`config.mk`:
```
export PLATFORM = sky130hd
export DESIGN_NAME = bsd_decoder
export DESIGN_NICKNAME = d
export VERILOG_FILES = /design/src/core/bsd_pkg.sv /design/src/core/bsd_field_reg.sv /design/src/core/bsd_decoder.sv
export SDC_FILE = /design/constraint.sdc
export NUM_CORES = 1
export LEC_CHECK = 0
export ABC_AREA = 0
export BUFFER_PORTS_ARGS = -buffer_cell sky130_fd_sc_hd__buf_4
export CAP_MARGIN = 20
export CORE_ASPECT_RATIO = 0.8
export CORE_MARGIN = 3
export CORE_UTILIZATION = 45
export CTS_BUF_LIST = sky130_fd_sc_hd__clkbuf_8
export DETAILED_ROUTE_END_ITERATION = 16
export PLACE_DENSITY_LB_ADDON = 0.2
export SYNTH_ARGS = -nofsm -noshare
export SYNTH_HDL_FRONTEND = slang
export SYNTH_SLANG_ARGS = --single-unit
```
`constraint.sdc`:
```
create_clock -name clock_i -period 6.3 [get_ports clock_i]
set_clock_uncertainty 0.2 [all_clocks]
set_input_delay 0.315 -clock clock_i [delete_from_list [all_inputs] [get_ports clock_i]]
set_output_delay 0.315 -clock clock_i [all_outputs]
set_load 0.03 [all_outputs]
```
`src/core/bsd_pkg.sv`:
```
package bsd_pkg;

    // First opcode bytes.
    localparam logic [7:0] OP_REG_GROUP  = 8'h7a;
    localparam logic [7:0] OP_REG_REG    = 8'h8a;
    localparam logic [7:0] OP_PREFIX_EXT = 8'h3c;
    localparam logic [7:0] OP_AREA_AREA  = 8'h2a;

    // Second byte of the extended and area-to-area forms.
    localparam logic [7:0] B2_EXT_REG    = 8'h8a;
    localparam logic [7:0] B2_AREA2_AREA2 = 8'h0a;
    localparam logic [7:0] B2_AREA1_AREA1 = 8'h3a;

    // Low-nibble selectors of the register group.
    localparam logic [3:0] NIB_REG_AREA2 = 4'h0;
    localparam logic [3:0] NIB_REG_AREA1 = 4'h1;
    localparam logic [3:0] NIB_REG_SFR   = 4'h2;
    localparam logic [3:0] NIB_REG_IMM   = 4'h3;
    localparam logic [3:0] NIB_AREA2_REG = 4'h4;
    localparam logic [3:0] NIB_AREA1_REG = 4'h5;
    localparam logic [3:0] NIB_SFR_REG   = 4'h6;

    // Field positions inside a register byte.
    localparam int DEST_MSB = 7;
    localparam int DEST_LSB = 4;
    localparam int ZERO_BIT = 3;
    localparam int SRC_MSB  = 2;

    // Operand kinds presented to execute.
    typedef enum logic [3:0] {
        KIND_NONE  = 4'h0,
        KIND_REG   = 4'h1,
        KIND_IMM   = 4'h2,
        KIND_AREA1 = 4'h3,
        KIND_AREA2 = 4'h4,
        KIND_SFR   = 4'h5
    } bsd_kind_type;

endpackage : bsd_pkg

```
`src/core/bsd_field_reg.sv`:
```
`timescale 1ns/1ps
`default_nettype none

// Loadable byte register with clear.
module bsd_field_reg #(
    parameter int WIDTH = 8
) (
    input  wire logic             clock_i,
    input  wire logic             srst_i,
    input  wire logic             clear_i,
    input  wire logic             load_i,
    input  wire logic [WIDTH-1:0] data_i,
    output logic      [WIDTH-1:0] data_o
);

    // Single register; clear wins over load.
    always_ff @(posedge clock_i)
    begin
        if (srst_i || clear_i)
            data_o <= '0;
        else if (load_i)
            data_o <= data_i;
    end

endmodule : bsd_field_reg

`default_nettype wire

```
`src/core/bsd_decoder.sv`:
```
// Operation
// RQ1 - First byte 7a and second low nibble 3 decodes register minus immediate, immediate in byte three.
// RQ2 - First byte 7a and low nibble 0 decodes register minus area two, offset in byte three.
// RQ3 - First byte 7a and low nibble 1 decodes register minus area one, offset in byte three.
// RQ4 - First byte 7a and low nibble 4 makes area two the destination and the register the source.
// RQ5 - First byte 7a and low nibble 5 makes area one the destination and the register the source.
// RQ6 - First byte 7a and low nibble 2 decodes register minus special register, offset in byte three.
// RQ7 - First byte 7a and low nibble 6 makes the special register the destination.
// RQ8 - First byte 8a starts a two-byte register subtract with dest nibble, zero bit, source field.
// RQ9 - Prefix 3c then 8a starts the extended register subtract with the register byte third.
// RQ10 - Bytes 2a then 0a subtract area two from area two, source offset third, destination fourth.
// RQ11 - Bytes 2a then 3a subtract area one from area one, source offset third, destination fourth.
// RQ12 - Any other byte sequence is flagged undefined and issues no subtract.
`timescale 1ns/1ps
`default_nettype none

module bsd_decoder (
    input  wire logic               clock_i,
    input  wire logic               srst_i,
    input  wire logic               byte_valid_i,
    input  wire logic [7:0]         byte_i,
    output logic                    byte_ready_o,
    output logic                    issue_valid_o,
    input  wire logic               issue_ready_i,
    output logic                    undefined_o,
    output bsd_pkg::bsd_kind_type   dest_kind_o,
    output bsd_pkg::bsd_kind_type   src_kind_o,
    output logic [3:0]              dest_reg_field_o,
    output logic [2:0]              src_reg_field_o,
    output logic [7:0]              dest_offset_o,
    output logic [7:0]              src_offset_o,
    output logic [7:0]              imm_o
);

    ////////////////////////////////////////////////////////////////////////
    // State types.

    typedef enum logic [6:0] {
        ST_B1    = 7'h01,
        ST_B2    = 7'h02,
        ST_B3    = 7'h04,
        ST_B4    = 7'h08,
        ST_ISSUE = 7'h10,
        ST_UNDEF = 7'h20,
        ST_EXT   = 7'h40
    } bsd_state_type;

    typedef struct packed {
        bsd_state_type         state;
        logic [7:0]            first;
        bsd_pkg::bsd_kind_type dkind;
        bsd_pkg::bsd_kind_type skind;
        logic [3:0]            dreg;
        logic [2:0]            sreg;
    } bsd_regs_type;

    bsd_regs_type r_q;
    bsd_regs_type r_d;

    // Byte capture strobes for the offset and immediate fields.
    logic       take;
    logic       ld_doff;
    logic       ld_soff;
    logic       ld_imm;
    logic       clr;
    logic [3:0] nib;

    assign take = byte_valid_i && byte_ready_o;
    assign nib  = byte_i[3:0];

    ////////////////////////////////////////////////////////////////////////
    // Next-state and field decode.

    always_comb
    begin
        r_d     = r_q;
        ld_doff = 1'b0;
        ld_soff = 1'b0;
        ld_imm  = 1'b0;
        clr     = 1'b0;
        case (r_q.state)
            ST_B1:
            begin
                if (take)
                begin
                    r_d.first = byte_i;
                    r_d.dkind = bsd_pkg::KIND_NONE;
                    r_d.skind = bsd_pkg::KIND_NONE;
                    r_d.dreg  = 4'h0;
                    r_d.sreg  = 3'h0;
                    clr       = 1'b1;
                    if (byte_i == bsd_pkg::OP_REG_GROUP
                        || byte_i == bsd_pkg::OP_REG_REG
                        || byte_i == bsd_pkg::OP_PREFIX_EXT
                        || byte_i == bsd_pkg::OP_AREA_AREA)
                        r_d.state = ST_B2;
                    else
                        // RQ12 unknown first byte
                        r_d.state = ST_UNDEF;
                end
            end
            ST_B2:
            begin
                if (take)
                begin
                    r_d.state = ST_UNDEF;
                    if (r_q.first == bsd_pkg::OP_REG_GROUP)
                    begin
                        r_d.dreg  = byte_i[bsd_pkg::DEST_MSB:bsd_pkg::DEST_LSB];
                        r_d.sreg  = 3'h0;
                        r_d.state = ST_B3;
                        case (nib)
                            // RQ1 register minus immediate
                            bsd_pkg::NIB_REG_IMM:
                            begin
                                r_d.dkind = bsd_pkg::KIND_REG;
                                r_d.skind = bsd_pkg::KIND_IMM;
                            end
                            // RQ2 register minus area two
                            bsd_pkg::NIB_REG_AREA2:
                            begin
                                r_d.dkind = bsd_pkg::KIND_REG;
                                r_d.skind = bsd_pkg::KIND_AREA2;
                            end
                            // RQ3 register minus area one
                            bsd_pkg::NIB_REG_AREA1:
                            begin
                                r_d.dkind = bsd_pkg::KIND_REG;
                                r_d.skind = bsd_pkg::KIND_AREA1;
                            end
                            // RQ4 area two destination
                            bsd_pkg::NIB_AREA2_REG:
                            begin
                                r_d.dkind = bsd_pkg::KIND_AREA2;
                                r_d.skind = bsd_pkg::KIND_REG;
                            end
                            // RQ5 area one destination
                            bsd_pkg::NIB_AREA1_REG:
                            begin
                                r_d.dkind = bsd_pkg::KIND_AREA1;
                                r_d.skind = bsd_pkg::KIND_REG;
                            end
                            // RQ6 register minus special register
                            bsd_pkg::NIB_REG_SFR:
                            begin
                                r_d.dkind = bsd_pkg::KIND_REG;
                                r_d.skind = bsd_pkg::KIND_SFR;
                            end
                            // RQ7 special register destination
                            bsd_pkg::NIB_SFR_REG:
                            begin
                                r_d.dkind = bsd_pkg::KIND_SFR;
                                r_d.skind = bsd_pkg::KIND_REG;
                            end
                            default:
                                // RQ12 unknown selector nibble
                                r_d.state = ST_UNDEF;
                        endcase
                    end
                    else if (r_q.first == bsd_pkg::OP_REG_REG)
                    begin
                        // RQ8 two-byte register form
                        if (!byte_i[bsd_pkg::ZERO_BIT])
                        begin
                            r_d.dreg  = byte_i[bsd_pkg::DEST_MSB:
                                               bsd_pkg::DEST_LSB];
                            r_d.sreg  = byte_i[bsd_pkg::SRC_MSB:0];
                            r_d.dkind = bsd_pkg::KIND_REG;
                            r_d.skind = bsd_pkg::KIND_REG;
                            r_d.state = ST_ISSUE;
                        end
                    end
                    else if (r_q.first == bsd_pkg::OP_PREFIX_EXT)
                    begin
                        // RQ9 extended register prefix
                        if (byte_i == bsd_pkg::B2_EXT_REG)
                            r_d.state = ST_EXT;
                    end
                    else
                    begin
                        // RQ10 area two pair
                        if (byte_i == bsd_pkg::B2_AREA2_AREA2)
                        begin
                            r_d.dkind = bsd_pkg::KIND_AREA2;
                            r_d.skind = bsd_pkg::KIND_AREA2;
                            r_d.state = ST_B3;
                        end
                        // RQ11 area one pair
                        else if (byte_i == bsd_pkg::B2_AREA1_AREA1)
                        begin
                            r_d.dkind = bsd_pkg::KIND_AREA1;
                            r_d.skind = bsd_pkg::KIND_AREA1;
                            r_d.state = ST_B3;
                        end
                    end
                end
            end
            ST_EXT:
            begin
                if (take)
                begin
                    // RQ9 extended register byte
                    if (!byte_i[bsd_pkg::ZERO_BIT])
                    begin
                        r_d.dreg  = byte_i[bsd_pkg::DEST_MSB:bsd_pkg::DEST_LSB];
                        r_d.sreg  = byte_i[bsd_pkg::SRC_MSB:0];
                        r_d.dkind = bsd_pkg::KIND_REG;
                        r_d.skind = bsd_pkg::KIND_REG;
                        r_d.state = ST_ISSUE;
                    end
                    else
                        r_d.state = ST_UNDEF;
                end
            end
            ST_B3:
            begin
                if (take)
                begin
                    if (r_q.first == bsd_pkg::OP_AREA_AREA)
                    begin
                        // RQ10 source offset third
                        ld_soff   = 1'b1;
                        r_d.state = ST_B4;
                    end
                    else
                    begin
                        r_d.state = ST_ISSUE;
                        if (r_q.skind == bsd_pkg::KIND_IMM)
                            // RQ1 immediate byte
                            ld_imm = 1'b1;
                        else if (r_q.skind == bsd_pkg::KIND_REG)
                            // RQ4 offset names destination
                            ld_doff = 1'b1;
                        else
                            // RQ2 offset names source
                            ld_soff = 1'b1;
                    end
                end
            end
            ST_B4:
            begin
                if (take)
                begin
                    // RQ11 destination offset fourth
                    ld_doff   = 1'b1;
                    r_d.state = ST_ISSUE;
                end
            end
            ST_ISSUE, ST_UNDEF:
            begin
                if (issue_ready_i)
                    r_d.state = ST_B1;
            end
            default:
                r_d.state = ST_B1;
        endcase
    end

    ////////////////////////////////////////////////////////////////////////
    // State register.

    always_ff @(posedge clock_i)
    begin
        if (srst_i)
            r_q <= '{state: ST_B1, first: 8'h00,
                     dkind: bsd_pkg::KIND_NONE,
                     skind: bsd_pkg::KIND_NONE,
                     dreg: 4'h0, sreg: 3'h0};
        else
            r_q <= r_d;
    end

    ////////////////////////////////////////////////////////////////////////
    // Byte fields.

    bsd_field_reg #(.WIDTH(8)) u_doff (
        .clock_i (clock_i),
        .srst_i  (srst_i),
        .clear_i (clr),
        .load_i  (ld_doff),
        .data_i  (byte_i),
        .data_o  (dest_offset_o)
    );

    bsd_field_reg #(.WIDTH(8)) u_soff (
        .clock_i (clock_i),
        .srst_i  (srst_i),
        .clear_i (clr),
        .load_i  (ld_soff),
        .data_i  (byte_i),
        .data_o  (src_offset_o)
    );

    bsd_field_reg #(.WIDTH(8)) u_imm (
        .clock_i (clock_i),
        .srst_i  (srst_i),
        .clear_i (clr),
        .load_i  (ld_imm),
        .data_i  (byte_i),
        .data_o  (imm_o)
    );

    ////////////////////////////////////////////////////////////////////////
    // Outputs; bytes are accepted in every state except while a result or the undefined flag is pending.

    assign byte_ready_o     = (r_q.state == ST_B1) || (r_q.state == ST_B2)
                              || (r_q.state == ST_B3) || (r_q.state == ST_B4)
                              || (r_q.state == ST_EXT);
    assign issue_valid_o    = (r_q.state == ST_ISSUE);
    // RQ12 undefined flag
    assign undefined_o      = (r_q.state == ST_UNDEF);
    assign dest_kind_o      = r_q.dkind;
    assign src_kind_o       = r_q.skind;
    assign dest_reg_field_o = r_q.dreg;
    assign src_reg_field_o  = r_q.sreg;

endmodule : bsd_decoder

`default_nettype wire

```
==> impl_metrics.yaml <==
clock_tree:
  post_cts_buffers: 0
  cts_hold_buffers: 0
  clock_sinks: 54
  cts_max_level: 2
  cts_root_buffer: "clkbuf_8"
  numCtsBuffers: 5
  clk_pin_slew_worst_paths_ns: 0.11
  cts_tree: "built"
  cts_resized: 0
  clk_latency_ns: 0.31
  cts_buffer_depth: 2
floorplan:
  pin_count: 54
  die-area_um2: 7860
  row_count: 26
  coreArea_um2: 6510
  start_util_pct: 47.2
  die_y_um: 79.9
  die_w_um: 98.4
finish:
  design_area_um2: 3460
  fin_nets: 399
  drive_gt1_share_pct: 20.4
  final_common_cell: "nor2_1"
  mostFrequentLayoutCells: "58 x nor2_1, 54 x dfxtp_1, 53 x buf_4"
  diodes: 0
  multi_input_area_um2: 1760
  register_area_um2: 1080
  area_delta_synth_final_pct: 12.5
  fillers: 629
synth:
  synth_area_leaders: "dfxtp_1 35%, mux2i_1 11%, nor2_1 7.1%"
  yosysTopAreaCell: "dfxtp_1"
  synth-seq-cells: 54
  yosys_warnings: 0
  async_flop_share_pct: 0
  synth.net_count: 376
  yosysSeqAreaShare_pct: 35.2
  avgSynthCellArea_um2: 8.44
  synthCells: 364
  ys.flop_type: "dfxtp_1"
  synth_area_um2: 3070
  yosysTopAreaCellShare_pct: 35.2
  synth-edff-count: 0
  ys_types: 61
global_route:
  grt_use_total_pct: 20.3
  grt_pass1_vias: 2604
  grt_max_degree: 32
  grt_pass1_wl_um: 12900
  grt-ovfl-total: 0
  antenna_found_initial: 0
critical_path:
  cp-endpoint: "u_doff.data_o[5]"
  startpoint_type: "register"
  ff2ff_path_depth: 4
  cp-end-kind: "register"
  reg2reg_from: "r_q[23]"
  crit_type: "register to register"
  cp-startpoint: "r_q[23]"
  worst-endpoint-arrival_ns: 2.84
  worstPathRequired_ns: 6.28
  timing.rr.end: "u_doff.data_o[5]"
  critPathMaxFanout: 26
  r2r_setup_slack_ns: 3.44
sta:
  tightest_slew_ns: 0.957
  final-setup-viol-count: 0
  drv_slew: 0
  fmax_mhz: 349
  finalSetupTns_ns: 0
  slew_headroom_pct: 35.6
  grt_setup_unrepaired: "false"
  hold_violations: 0
  min_period_ns: 2.86
  finalCritPeriodShare_pct: 45.4
power_and_ir_drop:
  p_int_uw: 453
  p_seq_share_pct: 55.7
  irDropWorstVdd_mv: 0.134
  netSwitchingPower_uw: 178
  swShare_pct: 28.3
  power_density_nw_per_um2: 183
  combPwrFrac_pct: 11.1
  power_frac_clock_pct: 33.2
  p_leak_nw: 1.23
worst_hold_path:
  hp-class: "input port to register"
route:
  wire_per_inst_um: 16.8
  drt_wl_total_um: 7940
  ant_nets: 0
  dr_total_vias: 2721
  drt_iter0_markers: 203
  firstDrtPassIters: 4
  drc: 0
  vias_per_cell: 5.76
placed_design:
  placed_area_um2: 3360
  detailed_place_hpwl_um: 5730
  gp_congestion: 0.874
  io_buffers: 53
status:
  status: "complete, no violations"
flow_run:
  drv_cap: 0
[worst max-delay path, stage by stage, from the launching register on]
cell      delay [ns]
dfxtp_1         0.66
nand2b_1        0.13
or4_1           0.80
nand2b_1        0.81
nor2_1          0.12
[power groups by stage]
| stage | clock [mW] | sequential, mW | combinational, mW |
|---|---|---|---|
| CTS | 0.212 | 0.351 | 0.0698 |
| global placement | 0 | 0.359 | 0.0693 |
| finish | 0.210 | 0.352 | 0.0703 |
| global route | 0.228 | 0.353 | 0.0763 |
| floorplan | 0 | 0.357 | 0.0529 |
| detailed placement | 0 | 0.359 | 0.0695 |
[cell type report]
| cell class | count | area share, % |
|---|---|---|
| clock inverters | 3 | 0.797 |
| well taps | 84 | 3.04 |
| multi-input cells | 270 | 51.0 |
| inverters | 3 | 0.326 |
| flip-flops and latches | 54 | 31.3 |
| repair buffers | 53 | 11.5 |
| clock buffers | 5 | 1.99 |
[how the worst min path moves through the flow]
stage | from | end | slack, ns | depth (start not counted)
2_1_floorplan | dest_kind_o[3] | dest_kind_o[3] | 0.23 | 1
3_3_place_gp | dest_kind_o[3] | dest_kind_o[3] | 0.25 | 1
3_5_place_dp | dest_kind_o[3] | dest_kind_o[3] | 0.25 | 1
4_1_cts | issue_ready_i | r_q[27] | 0.09 | 3
5_1_grt | issue_ready_i | r_q[27] | 0.11 | 3
6_report | issue_ready_i | r_q[27] | 0.1 | 3
[Yosys cell counts (2+ instances only)]
cell,n
clkbuf_1,12
a21oi_1,26
inv_1,2
xor2_1,4
a31oi_1,2
buf_2,8
nand3_1,7
dfxtp_1,54
o22ai_1,4
nand2b_1,14
nand3b_1,3
mux2i_1,34
o31ai_1,2
buf_4,16
o32ai_1,3
nor4_4,2
and4bb_2,2
nor2b_1,4
nor4_1,3
o21ai_1,7
nor2_1,58
nand4b_1,3
or4_1,2
nand2_1,24
nor4b_1,3
nor3_1,13
o21ai_0,9
or2_1,2
o31a_1,2
and2_1,4
a22oi_1,5
[metal layers]
metal  vias to the layer above  track usage [%]  part of all wire, %
met5                         -                0                    0
met4                         0             6.14                  1.6
met3                        14             3.93                  6.5
met2                       112             32.3                   44
met1                      1272             28.0                   48
li1                       1323                -                    -
[through the flow]
step	utilization, %	hold slack (ns)	setup slack (ns)	total power [mW]	instances
global route	53.1	0.106	3.25	0.657	472
detailed placement	51.6	0.250	3.42	0.429	464
floorplan	-	0.231	4.10	0.410	364
global placement	51.6	0.249	3.52	0.428	464
finish	53.1	0.0965	3.44	0.632	472
CTS	53.1	0.0910	3.41	0.633	472
[cells by family (layout without fill, tap and decap cells)]
family                    after synthesis  count (layout)  synth area share [%]
xor gates and xnor gates                5               5                  1.43
muxes                                  34              34                  11.1
and+or+nand+nor                       157             157                  28.2
AOI/OAI and AO/OA                      74              74                  16.7
buffers and inverters                  40              64                  7.41
DFF                                    54              54                  35.2
[state kept, by name, indices dropped and copies added (netlist names)]
register / cells
r_q: 15
u_soff.data_o: 8
src_reg_field_o: 3
dest_reg_field_o: 4
u_imm.data_o: 8
src_kind_o: 4
dest_kind_o: 4
u_doff.data_o: 8
No activity file was read; power rests on OpenSTA's default activity.
